`src/common/cmpc_cfg.svh`:
```
// Register offsets, field positions, reset values and timing counts of the mode/power controller.
// Assumes a 12-bit APB byte address and 32-bit data.
`ifndef CMPC_CFG_SVH
`define CMPC_CFG_SVH
`define CMPC_ADDR_CTRL 12'h000
`define CMPC_ADDR_STATUS 12'h004
`define CMPC_ADDR_CONFIG 12'h008
`define CMPC_BIT_INIT_REQ 0
`define CMPC_BIT_SLEEP_REQ 1
`define CMPC_BIT_WAKE_EN 2
`define CMPC_BIT_STOP_WAIT 3
`define CMPC_BIT_LISTEN 4
`define CMPC_BIT_WAKE_IRQ_EN 5
`define CMPC_BIT_MODULE_ON 7
`define CMPC_BIT_INIT_ACK 0
`define CMPC_BIT_SLEEP_ACK 1
`define CMPC_BIT_PDOWN 2
`define CMPC_BIT_RESYNC 3
`define CMPC_BIT_RECOVER 4
`define CMPC_BIT_WAKE_ARMED 5
`define CMPC_CONFIG_RESET 8'h00
`define CMPC_INIT_SYNC_CYC 4'd5
`define CMPC_SLEEP_SYNC_CYC 4'd2
`define CMPC_RECOVER_CYC 4'd4
`define CMPC_RESYNC_BITS 4'd11
`endif

```
`src/common/cmpc_pkg.sv`:
```
// Types of the mode/power controller.
// Assumes nothing beyond a SystemVerilog compiler.
package cmpc_pkg;
	typedef enum logic [2:0] {ST_NORMAL, ST_SLEEP_PEND, ST_SLEEP, ST_RESYNC, ST_INIT_SYNC, ST_INIT, ST_PDOWN,
		ST_RECOVER} cmpc_state_t;
	typedef enum logic [1:0] {CPU_RUN, CPU_WAIT, CPU_STOP} cmpc_cpu_t;
endpackage : cmpc_pkg

```
`src/design/cmpc_top.sv`:
```
// Mode and low-power control of a CAN controller: listen-only, sleep, power-down, init handshake.
// Assumes a protocol engine on the same clock that obeys the allow/enable strobes given here.
//
// Contract
// - Listen-only receives, drives recessive, never transmits.
// - Listen-only dominant bits loop back internally.
// - Module off gates all controller clocks.
// - Sleep keeps register clock; power-down stops all.
// - Wake interrupt needs all four enables set.
// - CPU mode and stop-in-wait select power-down.
// - CPU stop forces power-down while the module is on.
// - Leaving wait power-down restarts, returns normal.
// - Sleep waits until all transmit buffers empty.
// - Sleep during reception waits for bus idle.
// - Idle sleep request enters after sync delay.
// - Sleep acknowledge set once sleep active.
// - Bus-off recovery counting pauses while asleep.
// - No receive buffer copy during sleep.
// - No message abort during sleep.
// - Wake disabled masks receive input while asleep.
// - Leave sleep on bus activity or clear.
// - After wake await eleven recessive bits.
// - Deferred actions execute upon wake-up.
// - Init aborts traffic, forces transmit recessive.
// - Init stops engine, resets control, unlocks config.
// - Init request synchronised; acknowledge after all domains.
// - Protected registers ignore writes outside init.
// - Power-down stops transfers; recovery unless asleep.
`timescale 1ns/1ps
`default_nettype none
`include "cmpc_cfg.svh"
module cmpc_top import cmpc_pkg::*; (
	input wire logic pclk,
	input wire logic presetn,
	input wire logic ce,
	input wire logic psel,
	input wire logic penable,
	input wire logic pwrite,
	input wire logic [11:0] paddr,
	input wire logic [31:0] pwdata,
	output logic [31:0] prdata,
	output logic pready,
	output logic pslverr,
	input wire logic [1:0] cpu_mode,
	input wire logic rx_pin,
	input wire logic bit_tick,
	input wire logic proto_tx,
	input wire logic tx_pending,
	input wire logic eng_tx_busy,
	input wire logic eng_rx_busy,
	input wire logic bus_idle,
	input wire logic bus_off,
	output logic tx_pin,
	output logic rx_to_engine,
	output logic engine_clk_en,
	output logic reg_clk_en,
	output logic abort_all,
	output logic regs_default,
	output logic start_tx_allow,
	output logic copy_allow,
	output logic abort_allow,
	output logic busoff_count_en,
	output logic wakeup_irq,
	output logic [7:0] config_out
);
	cmpc_state_t st, next_st;
	logic init_request, sleep_request, wakeup_enable, stop_in_wait, listen_only, wakeup_irq_enable;
	logic module_on, module_on_written, init_ack, sleep_ack, wake_armed, pd_from_sleep, rx_prev;
	logic [3:0] cnt, rsync_cnt;
	logic [7:0] cfg;
	logic acc, wr, pd_cond, quiet, bus_wake, wake_hit;

	// APB access phase completes on the cycle after setup; writes land here.
	assign acc = psel & penable & pready;
	assign wr = acc & pwrite;
	assign pd_cond = module_on & ((cpu_mode == CPU_STOP) | ((cpu_mode == CPU_WAIT) & stop_in_wait));
	assign quiet = ~tx_pending & ~eng_tx_busy & ~eng_rx_busy & bus_idle;
	assign bus_wake = wake_armed & ~rx_pin;
	assign wake_hit = wake_armed & ~rx_pin & rx_prev & sleep_request & sleep_ack & wakeup_irq_enable &
		((st == ST_SLEEP) | (st == ST_PDOWN));

	// Next operating state; power-down has priority over init, init over sleep.
	always_comb begin
		next_st = st;
		if (pd_cond && st != ST_PDOWN) begin
			next_st = ST_PDOWN;
		end else begin
			unique case (st)
				ST_NORMAL: begin
					if (init_request) next_st = ST_INIT_SYNC;
					else if (sleep_request) next_st = ST_SLEEP_PEND;
				end
				ST_SLEEP_PEND: begin
					if (init_request) next_st = ST_INIT_SYNC;
					else if (quiet && cnt == 4'd0) next_st = ST_SLEEP;
				end
				ST_SLEEP: begin
					if (init_request) next_st = ST_INIT_SYNC;
					else if (!sleep_request || bus_wake) next_st = ST_RESYNC;
				end
				ST_RESYNC: begin
					if (init_request) next_st = ST_INIT_SYNC;
					else if (rsync_cnt == `CMPC_RESYNC_BITS) next_st = ST_NORMAL;
				end
				ST_INIT_SYNC: begin
					if (cnt == 4'd0) next_st = ST_INIT;
				end
				ST_INIT: begin
					if (!init_request) next_st = ST_RESYNC;
				end
				ST_PDOWN: begin
					if (!pd_cond) next_st = pd_from_sleep ? ST_SLEEP : ST_RECOVER;
				end
				ST_RECOVER: begin
					if (cnt == 4'd0) next_st = ST_NORMAL;
				end
			endcase
		end
	end

	// State register; out of reset the controller sits in init mode.
	always_ff @(posedge pclk or negedge presetn) begin
		if (!presetn) begin
			st <= ST_INIT;
		end else if (ce) begin
			st <= next_st;
		end
	end

	// Delay counter for the init synchronisation, sleep synchronisation and recovery cycle.
	always_ff @(posedge pclk or negedge presetn) begin
		if (!presetn) begin
			cnt <= 4'd0;
		end else if (ce) begin
			if (next_st != st) begin
				unique case (next_st)
					ST_INIT_SYNC: cnt <= `CMPC_INIT_SYNC_CYC - 4'd1;
					ST_SLEEP_PEND: cnt <= `CMPC_SLEEP_SYNC_CYC - 4'd1;
					ST_RECOVER: cnt <= `CMPC_RECOVER_CYC - 4'd1;
					default: cnt <= 4'd0;
				endcase
			end else if (st == ST_SLEEP_PEND && !quiet) begin
				cnt <= `CMPC_SLEEP_SYNC_CYC - 4'd1;
			end else if (cnt != 4'd0) begin
				cnt <= cnt - 4'd1;
			end
		end
	end

	// Counts consecutive recessive bits before rejoining the bus.
	always_ff @(posedge pclk or negedge presetn) begin
		if (!presetn) begin
			rsync_cnt <= 4'd0;
		end else if (ce) begin
			if (st != ST_RESYNC) rsync_cnt <= 4'd0;
			else if (bit_tick && !rx_pin) rsync_cnt <= 4'd0;
			else if (bit_tick && rsync_cnt != `CMPC_RESYNC_BITS) rsync_cnt <= rsync_cnt + 4'd1;
		end
	end

	// Wake arming is taken when sleep is entered; later writes wait for the next sleep.
	always_ff @(posedge pclk or negedge presetn) begin
		if (!presetn) begin
			wake_armed <= 1'b0;
			pd_from_sleep <= 1'b0;
			rx_prev <= 1'b1;
		end else if (ce) begin
			rx_prev <= rx_pin;
			if (next_st == ST_SLEEP && st != ST_SLEEP) wake_armed <= wakeup_enable;
			else if (next_st != ST_SLEEP && next_st != ST_PDOWN) wake_armed <= 1'b0;
			if (next_st == ST_PDOWN && st != ST_PDOWN) pd_from_sleep <= (st == ST_SLEEP);
		end
	end

	// Control bits; in init the control bits other than the request return to defaults.
	always_ff @(posedge pclk or negedge presetn) begin
		if (!presetn) begin
			init_request <= 1'b1;
			sleep_request <= 1'b0;
			wakeup_enable <= 1'b0;
			stop_in_wait <= 1'b0;
			wakeup_irq_enable <= 1'b0;
		end else if (ce) begin
			if (wr && paddr == `CMPC_ADDR_CTRL) begin
				if (pwdata[`CMPC_BIT_INIT_REQ] || init_ack) init_request <= pwdata[`CMPC_BIT_INIT_REQ];
				if (pwdata[`CMPC_BIT_SLEEP_REQ] || sleep_ack) sleep_request <= pwdata[`CMPC_BIT_SLEEP_REQ];
				wakeup_enable <= pwdata[`CMPC_BIT_WAKE_EN];
				stop_in_wait <= pwdata[`CMPC_BIT_STOP_WAIT];
				wakeup_irq_enable <= pwdata[`CMPC_BIT_WAKE_IRQ_EN];
			end
			if (st == ST_SLEEP && next_st == ST_RESYNC) sleep_request <= 1'b0;
			if (st == ST_INIT) begin
				sleep_request <= 1'b0;
				wakeup_enable <= 1'b0;
				stop_in_wait <= 1'b0;
				wakeup_irq_enable <= 1'b0;
			end
		end
	end

	// Protected bits; writable only while init is acknowledged, module enable only once.
	always_ff @(posedge pclk or negedge presetn) begin
		if (!presetn) begin
			listen_only <= 1'b0;
			module_on <= 1'b0;
			module_on_written <= 1'b0;
			cfg <= `CMPC_CONFIG_RESET;
		end else if (ce) begin
			if (wr && init_ack && paddr == `CMPC_ADDR_CTRL) begin
				listen_only <= pwdata[`CMPC_BIT_LISTEN];
				if (!module_on_written) begin
					module_on <= pwdata[`CMPC_BIT_MODULE_ON];
					module_on_written <= 1'b1;
				end
			end
			if (wr && init_ack && paddr == `CMPC_ADDR_CONFIG) cfg <= pwdata[7:0];
		end
	end

	// Acknowledges follow the state that the controller has reached.
	always_ff @(posedge pclk or negedge presetn) begin
		if (!presetn) begin
			init_ack <= 1'b1;
			sleep_ack <= 1'b0;
		end else if (ce) begin
			init_ack <= (next_st == ST_INIT);
			sleep_ack <= (next_st == ST_SLEEP) || (next_st == ST_PDOWN && sleep_ack);
		end
	end

	// Pin, clock and engine strobes, registered from the next state.
	always_ff @(posedge pclk or negedge presetn) begin
		if (!presetn) begin
			tx_pin <= 1'b1;
			rx_to_engine <= 1'b1;
			engine_clk_en <= 1'b0;
			reg_clk_en <= 1'b0;
			abort_all <= 1'b0;
			regs_default <= 1'b0;
			start_tx_allow <= 1'b0;
			copy_allow <= 1'b0;
			abort_allow <= 1'b0;
			busoff_count_en <= 1'b0;
			wakeup_irq <= 1'b0;
		end else if (ce) begin
			tx_pin <= (next_st inside {ST_NORMAL, ST_SLEEP_PEND}) && module_on && !listen_only ? proto_tx : 1'b1;
			if (next_st == ST_SLEEP && !wake_armed && st == ST_SLEEP) rx_to_engine <= 1'b1;
			else if (listen_only) rx_to_engine <= rx_pin & proto_tx;
			else rx_to_engine <= rx_pin;
			engine_clk_en <= module_on && (next_st inside {ST_NORMAL, ST_SLEEP_PEND, ST_RESYNC, ST_INIT_SYNC,
				ST_RECOVER});
			reg_clk_en <= module_on && next_st != ST_PDOWN;
			abort_all <= (next_st == ST_INIT_SYNC || next_st == ST_PDOWN) && st != next_st;
			regs_default <= (next_st == ST_INIT);
			start_tx_allow <= module_on && !listen_only && next_st == ST_NORMAL;
			copy_allow <= module_on && (next_st inside {ST_NORMAL, ST_SLEEP_PEND, ST_RESYNC});
			abort_allow <= module_on && (next_st inside {ST_NORMAL, ST_SLEEP_PEND, ST_RESYNC});
			busoff_count_en <= bus_off && module_on && (next_st inside {ST_NORMAL, ST_SLEEP_PEND, ST_RESYNC});
			wakeup_irq <= wake_hit;
		end
	end

	// APB slave: no wait state, read data captured in the setup cycle.
	always_ff @(posedge pclk or negedge presetn) begin
		if (!presetn) begin
			pready <= 1'b0;
			pslverr <= 1'b0;
			prdata <= 32'h0000_0000;
		end else if (ce) begin
			pready <= psel & ~penable;
			pslverr <= psel & ~penable & ~(paddr inside {`CMPC_ADDR_CTRL, `CMPC_ADDR_STATUS, `CMPC_ADDR_CONFIG});
			prdata <= 32'h0000_0000;
			if (psel && !penable && !pwrite) begin
				unique case (paddr)
					`CMPC_ADDR_CTRL: begin
						prdata[`CMPC_BIT_INIT_REQ] <= init_request;
						prdata[`CMPC_BIT_SLEEP_REQ] <= sleep_request;
						prdata[`CMPC_BIT_WAKE_EN] <= wakeup_enable;
						prdata[`CMPC_BIT_STOP_WAIT] <= stop_in_wait;
						prdata[`CMPC_BIT_LISTEN] <= listen_only;
						prdata[`CMPC_BIT_WAKE_IRQ_EN] <= wakeup_irq_enable;
						prdata[`CMPC_BIT_MODULE_ON] <= module_on;
					end
					`CMPC_ADDR_STATUS: begin
						prdata[`CMPC_BIT_INIT_ACK] <= init_ack;
						prdata[`CMPC_BIT_SLEEP_ACK] <= sleep_ack;
						prdata[`CMPC_BIT_PDOWN] <= (st == ST_PDOWN);
						prdata[`CMPC_BIT_RESYNC] <= (st == ST_RESYNC);
						prdata[`CMPC_BIT_RECOVER] <= (st == ST_RECOVER);
						prdata[`CMPC_BIT_WAKE_ARMED] <= wake_armed;
					end
					`CMPC_ADDR_CONFIG: prdata[7:0] <= cfg;
					default: prdata <= 32'h0000_0000;
				endcase
			end
		end
	end

	// Configuration image handed to bit timing and filters.
	always_ff @(posedge pclk or negedge presetn) begin
		if (!presetn) config_out <= `CMPC_CONFIG_RESET;
		else if (ce) config_out <= cfg;
	end
endmodule : cmpc_top
`default_nettype wire

```
`config.mk`:
```
export PLATFORM = sky130hd
export DESIGN_NAME = cmpc_top
export DESIGN_NICKNAME = d
export VERILOG_FILES = /design/src/common/cmpc_pkg.sv /design/src/design/cmpc_top.sv
export VERILOG_INCLUDE_DIRS = /design/src /design/src/common
export SDC_FILE = /design/constraint.sdc
export NUM_CORES = 1
export LEC_CHECK = 0
export ABC_AREA = 1
export BUFFER_PORTS_ARGS = -buffer_cell sky130_fd_sc_hd__clkbuf_2
export CORE_ASPECT_RATIO = 1.1
export CORE_UTILIZATION = 40
export DETAILED_ROUTE_END_ITERATION = 12
export MAX_ROUTING_LAYER = met4
export PLACE_DENSITY = 0.77
export SYNTH_ARGS = -nofsm -noshare
export SYNTH_HDL_FRONTEND = slang
export SYNTH_SLANG_ARGS = --single-unit
```
`constraint.sdc`:
```
create_clock -name pclk -period 2.5 [get_ports pclk]
set_input_delay 0.375 -clock pclk [delete_from_list [all_inputs] [get_ports pclk]]
set_output_delay 0.375 -clock pclk [all_outputs]
set_load 0.02 [all_outputs]
```
==> out/metrics.csv, run 1 <==
stage,metric,value,unit
run_status,status,finished clean,
power_and_ir_drop,PD cells,795,nW/um^2
placed_design,Port-buffer cells,64,
sta,min Tclk post-route,2.23,ns
min_path,hold crit path type,input pin to async pin,
route,Met3 Wirelength,400,um
sta,final setup fails,0,
cts,clock root buffer,clkbuf_8,
placed_design,placed cell areas,3720,sq um
setup_path,Slowest cell on crit path,dfrtp_1,
die,# rows,34,
synthesis,cell area after synthesis,3370,sq um
setup_path,Crit Path Max Fanout,6,
sta,Final Max Tran Viols,0,
route,DRT Wirelength,8010,um
setup_path,crit path DAT,2.51,ns
cells_and_area,area added between synthesis and finish,16.7,%
setup_path,CP Capture Type,flip-flop,
route,Post-DRT Antenna Nets,0,
synthesis,top-area cell type share of the netlist area,0.394,
die,die height,98.2,um
cts,Max H-tree Level,3,
cells_and_area,"commonest non-fill, non-tap cell in the layout",nand2_1,
sta,RSZ-0062 raised after global routing,false,
setup_path,CP most frequent cell,nand2_1,
setup_path,worst path bufs/invs,2,
sta,Max-Slew Margin vs Limit,0.589,
cells_and_area,most frequent cells in the layout,"91 x nand2_1, 64 x clkbuf_2, 53 x dfrtp_1, 49 x inv_1, 35 x o21ai_0",
die,die span in x,89.5,um
cts,Clock Path Buffers,2,
placed_design,post-DP HPWL,6020,um
cts,clk slew on worst S/H paths,0.07,ns
global_route,GRT overflow,0,
die,die area,8790,sq um
route,met2 routed WL,3690,um
synthesis,fraction of registers with async set/reset,1.00,
cells_and_area,post-route cell area,3930,sq um
cts,post_cts resized,0,
setup_path,CP required,2.78,ns
route,DR pass1 iterations,5,
sta,Max Freq,0.449,GHz
cts,CTS Hold Bufs,0,
synthesis,"EDFF count, synth",0,
synthesis,#FFs+latches synth,60,
route,routed via count,2950,
global_route,first-pass GRT wire length,13300,um
die,IO Count,113,
power_and_ir_drop,VDD IR max,0.000371,V
cells_and_area,share of cells above drive strength 1,0.263,
synthesis,"Distinct cells, synth",44,
global_route,vias in the first global route,2802,
route,WL/cell,13.4,um
sta,Final Hold Vio Count,0,
setup_path,max incr delay on CP,0.40,ns
setup_path,CP cell instances,inv_1 -> ha_1 -> nand3_1 -> nand2_1 -> o2111ai_4 -> nor2_4 -> nand2_1 -> nor2_2 -> nand2_1 -> nor3_1 -> o21bai_1 -> inv_1,
sta,setup TNS,0,ns
setup_path,CP Launch Type,flip-flop,
route,initial DRC count,191,
global_route,initial antenna violation count,0,
synthesis,post-synthesis sequential area ratio,0.449,
route,WL met1,3730,um
sta,Setup Skew,0.00643,ns
synthesis,Synth Instances,417,
cts,clk sinks,60,
placed_design,GPL Wtd Cong,0.897,
global_route,largest net degree at the start of global routing,61,
sta,Worst-Margin Slew,0.610,ns
power_and_ir_drop,reported leakage power,1.98,nW
die,Core ar.,8040,sq um
setup_path,Worst R2R Setup Slack,0.27,ns
sta,period utilization,0.890,
synthesis,Synth area leader,dfrtp_1,
route,Top Layer Used,met4,
setup_path,CP Class,flip-flop to flip-flop,
cts,cts bufs inserted,9,
route,Via density,4.92,
synthesis,warnings from Yosys,0,
setup_path,Worst path top cell family by delay,simple AND/OR/NAND/NOR gates,
synthesis,Synth Flop Type,dfrtp_1,
route,# DRC,0,
cells_and_area,Antenna Cells,0,
synthesis,Area contributors post-synth,"dfrtp_1 39%, nand2_1 10%, buf_4 5.8%, dfstp_2 5.5%, inv_1 5.5%",
die,Initial Util,0.419,
cts,post-CTS setup buffer count,0,
global_route,gr usage total,0.206,
cts,Worst-Skew Late Latency,0.35,ns
synthesis,synthesized area per cell,8.07,sq um
cts,CTS tree,yes,
cells_and_area,nets,548,
run,max-cap viol count,0,
report_power, final:
group / switching [mW] / total, mW / internal (mW)
Clock: 0.388 / 0.899 / 0.511
Sequential: 0.106 / 1.18 / 1.08
Combinational: 0.688 / 1.04 / 0.353
path summary, 6_finish.rpt:
path                       cells after the start            end  startpoint
hold / removal                                 2  config_out[7]     presetn
setup reg to reg                              12         tx_pin      cnt[0]
hold reg to reg                                2      prdata[3]   prdata[3]
setup / recovery                              12         tx_pin      cnt[0]
min in group pclk                              2         cfg[6]   pwdata[6]
max in group asynchronous                      2          st[0]     presetn
cell usage after synthesis (2+ instances only):
master,count
a21oi_1,15
a21oi_2,2
a31oi_1,3
buf_4,26
clkbuf_1,7
dfrtp_1,53
dfstp_2,7
ha_1,2
inv_1,49
inv_2,7
nand2_1,91
nand2_2,10
nand3_1,19
nand3_2,4
nand3b_1,2
nand4_1,9
nor2_1,26
nor2_2,5
nor2_4,2
nor3_1,5
o21ai_0,35
o21ai_1,5
o21bai_1,3
o22ai_1,10
layer usage:
metal,vias up,GRT usage
met5,-,-
met1,1375,0.276
met4,0,0.0989
met3,16,0.0380
met2,101,0.298
li1,1458,-
final cells by class:
class / count / area [sq um]
Clock buffer: 12 / 155
Clock inverter: 4 / 47.5
Fill cell: 798 / 4110
Inverter: 58 / 220
Multi-Input combinational cell: 288 / 1490
Sequential cell: 60 / 1510
Tap cell: 108 / 135
Timing Repair Buffer: 69 / 370
flip-flops by register name, indices dropped and copies added (netlist names), 3 cells and up:
register / cells
st: 3
config_out: 8
cfg: 8
prdata: 8
rsync_cnt: 4
cnt: 4
per-stage QoR:
| step | setup WS [ns] | std cells | total power, mW | util | hold WS (ns) |
|---|---|---|---|---|---|
| after global placement | 0.339 | 583 | 2.20 | 0.463 | 0.403 |
| after detailed placement | 0.303 | 583 | 2.23 | 0.463 | 0.416 |
| after CTS | 0.279 | 599 | 3.14 | 0.488 | 0.0396 |
| after global routing | 0.0299 | 599 | 3.32 | 0.488 | 0.0616 |
| after floorplan | 0.667 | 440 | 2.03 | - | 0.0794 |
| final | 0.275 | 599 | 3.12 | 0.488 | 0.0279 |
logic make-up after synthesis:
family	count (synthesis)	synth area share
AND/OR/NAND/NOR	179	0.257
buffers and inverters	92	0.135
AO/OA/AOI/OAI	81	0.145
flip-flops	60	0.449
adder cells (fa/ha/maj)	2	0.00743
other	1	0.00111
XOR/XNOR	1	0.00260
multiplexers	1	0.00335
No activity file was read; power rests on OpenSTA's default activity.
==> inputs of run 2 (changes only) <==
--- a/config.mk
+++ b/config.mk
@@ -11,6 +11,7 @@
 export CORE_ASPECT_RATIO = 1.1
 export CORE_UTILIZATION = 40
 export DETAILED_ROUTE_END_ITERATION = 12
+export HOLD_SLACK_MARGIN = 0.1
 export MAX_ROUTING_LAYER = met4
 export PLACE_DENSITY = 0.77
 export SYNTH_ARGS = -nofsm -noshare
==> out/metrics.csv, run 2 (synthesized netlist as in run 1, its figures left out) <==
stage,metric,value,unit,change
cells_and_area,nets,549,,+0.18%
cells_and_area,most frequent cells in the layout,"91 x nand2_1, 64 x clkbuf_2, 53 x dfrtp_1, 49 x inv_1, 35 x o21ai_0",,
cells_and_area,Fillers,798,,unchanged
min_path,hold_sp,pwdata[6],,
sta,Worst-Margin Slew,0.582,ns,-0.0281 ns
setup_path,CP most frequent cell,nand2_1,,
route,Post-DRT Antenna Nets,0,,unchanged
global_route,gr usage total,0.206,,unchanged
sta,worst hold margin,0.256,ns,+0.228 ns
route,# DRC,0,,unchanged
setup_path,Crit Reg-Reg Endpoint,tx_pin,,
power_and_ir_drop,Sw Ratio,0.378,,about the same
setup_path,worst path bufs/invs,2,,unchanged
setup_path,CP Class,flip-flop to flip-flop,,
cts,post-CTS setup buffer count,0,,unchanged
sta,min Tclk post-route,2.22,ns,-0.00772 ns
setup_path,CP Launch Type,flip-flop,,
power_and_ir_drop,VDD IR max,0.000371,V,about the same
setup_path,CP cell instances,inv_1 -> ha_1 -> nand3_1 -> nand2_1 -> o2111ai_4 -> nor2_4 -> nand2_1 -> nor2_2 -> nand2_1 -> nor3_1 -> o21bai_1 -> inv_1,,
setup_path,Slowest cell on crit path,dfrtp_1,,
setup_path,r2r worst-path depth,12,,unchanged
power_and_ir_drop,sequential share of power,0.378,,about the same
cts,Max H-tree Level,3,,unchanged
cells_and_area,top flop regs,"cfg (8), config_out (8), prdata (8)",,
global_route,first-pass GRT wire length,13300,um,unchanged
setup_path,Worst R2R Setup Slack,0.28,ns,about the same
sta,Setup Skew,0.00692,ns,+0.000489 ns
sta,setup TNS,0,ns,unchanged
setup_path,Critical path origin,cnt[0],,
die,Core ar.,8040,sq um,unchanged
cts,clk slew on worst S/H paths,0.07,ns,about the same
sta,RSZ-0062 raised after global routing,false,,
die,die area,8790,sq um,unchanged
cts,clock root buffer,clkbuf_8,,
setup_path,crit path DAT,2.50,ns,about the same
route,initial DRC count,206,,+7.9%
cts,CTS tree,yes,,
setup_path,CP required,2.78,ns,about the same
min_path,Hold Path End,cfg[6],,
sta,Max-Slew Margin vs Limit,0.608,,+0.0190
placed_design,GPL Wtd Cong,0.897,,unchanged
cells_and_area,"commonest non-fill, non-tap cell in the layout",nand2_1,,
setup_path,Crit Path Max Fanout,6,,unchanged
route,DRT Wirelength,8020,um,about the same
die,Initial Util,0.419,,unchanged
sta,Max Freq,0.451,GHz,+0.35%
die,die height,98.2,um,unchanged
sta,Final Max Tran Viols,0,,unchanged
route,routed via count,2968,,+0.61%
placed_design,dpl cells,583,,unchanged
cells_and_area,area added between synthesis and finish,17.0,%,
cells_and_area,final cell count without fillers,600,,+0.17%
min_path,Hold Path Depth,2,,
setup_path,Critical R2R Launch,cnt[0],,
power_and_ir_drop,reported leakage power,1.99,nW,+0.21%
route,DR pass1 iterations,5,,unchanged
power_and_ir_drop,clock share of power,0.288,,about the same
sta,final setup fails,0,,unchanged
cells_and_area,share of cells above drive strength 1,0.262,,-0.000534
cts,cts bufs inserted,9,,unchanged
route,WL/cell,13.4,um,-0.10%
min_path,hold crit path type,input pin to flip-flop,,
cts,Clock Path Buffers,2,,unchanged
power_and_ir_drop,Power Internal,1.94,mW,about the same
placed_design,post-DP HPWL,6020,um,unchanged
power_and_ir_drop,Net Switching,1.18,mW,about the same
sta,Final Hold Vio Count,0,,unchanged
power_and_ir_drop,PD cells,793,nW/um^2,-0.24%
global_route,initial antenna violation count,0,,unchanged
run_status,status,finished clean,,
sta,period utilization,0.887,,-0.00309
run,max-cap viol count,0,,unchanged
cts,Worst-Skew Late Latency,0.35,ns,about the same
die,IO Count,113,,unchanged
global_route,GRT overflow,0,,unchanged
power_and_ir_drop,Gate power share,0.334,,about the same
die,# rows,34,,unchanged
cells_and_area,Antenna Cells,0,,unchanged
die,die span in x,89.5,um,unchanged
cells_and_area,final core occ,0.490,,+0.00125
setup_path,CP Capture Type,flip-flop,,
placed_design,Port-buffer cells,64,,unchanged
route,Via density,4.95,,+0.44%
setup_path,Worst path top cell family by delay,simple AND/OR/NAND/NOR gates,,
setup_path,max incr delay on CP,0.40,ns,about the same
global_route,largest net degree at the start of global routing,61,,unchanged
cts,clk sinks,60,,unchanged
global_route,vias in the first global route,2802,,unchanged
[run 2: changes by cell type in the layout (fill, tap and decap cells not counted)]
cell and delta:
dlygate4sd3_1 +1
[run 2: metal layers]
layer  vias up  routed length (um)  global-route usage
met5         -                   0                   -
met3        17                 415              0.0380
li1       1458                   -                   -
met1      1389                3740               0.276
met4         0                 198              0.0989
met2       104                3670               0.298
[run 2: how the worst max path moves through the flow]
stage               depth (start not counted)      to  slack [ns]
floorplan                                  14  cnt[2]        0.67
global placement                           12  tx_pin        0.34
detailed placement                         12  tx_pin        0.30
CTS                                        12  tx_pin        0.28
global route                               12  tx_pin        0.03
finish                                     12  tx_pin        0.28
[run 2: timing repair]
action / in CTS / in global routing
gates resized for setup: 0 / 0
hold buffers: 1 / 0
setup endpoints to repair: 0 / 0
endpoints found under the hold margin: 53 / 0
[run 2: cell type report]
type / count / area (sq um) / share of cell area
Sequential cell: 60 / 1510 / 0.384
Multi-Input combinational cell: 288 / 1490 / 0.378
Timing Repair Buffer: 70 / 380 / 0.0966
Inverter: 58 / 220 / 0.0559
Clock buffer: 12 / 155 / 0.0394
Tap cell: 108 / 135 / 0.0343
Clock inverter: 4 / 47.5 / 0.0121
[run 2: power by group through the flow]
| stage | Combinational, mW | Sequential, mW | Clock [mW] |
|---|---|---|---|
| after CTS | 1.04 | 1.18 | 0.916 |
| after floorplan | 0.873 | 1.16 | 0 |
| after global routing | 1.17 | 1.19 | 0.956 |
| after detailed placement | 1.03 | 1.20 | 0 |
| after global placement | 1.01 | 1.19 | 0 |
| final | 1.04 | 1.18 | 0.899 |
[run 2: metrics by stage]
| step | setup WS (ns) | area [sq um] | power [mW] |
|---|---|---|---|
| 6_report | 0.283 | 3940 | 3.12 |
| 5_1_grt | 0.0299 | 3940 | 3.32 |
| 4_1_cts | 0.279 | 3940 | 3.14 |
| 3_5_place_dp | 0.303 | 3720 | 2.23 |
| 3_3_place_gp | 0.339 | 3720 | 2.20 |
| 2_1_floorplan | 0.667 | 3450 | 2.03 |
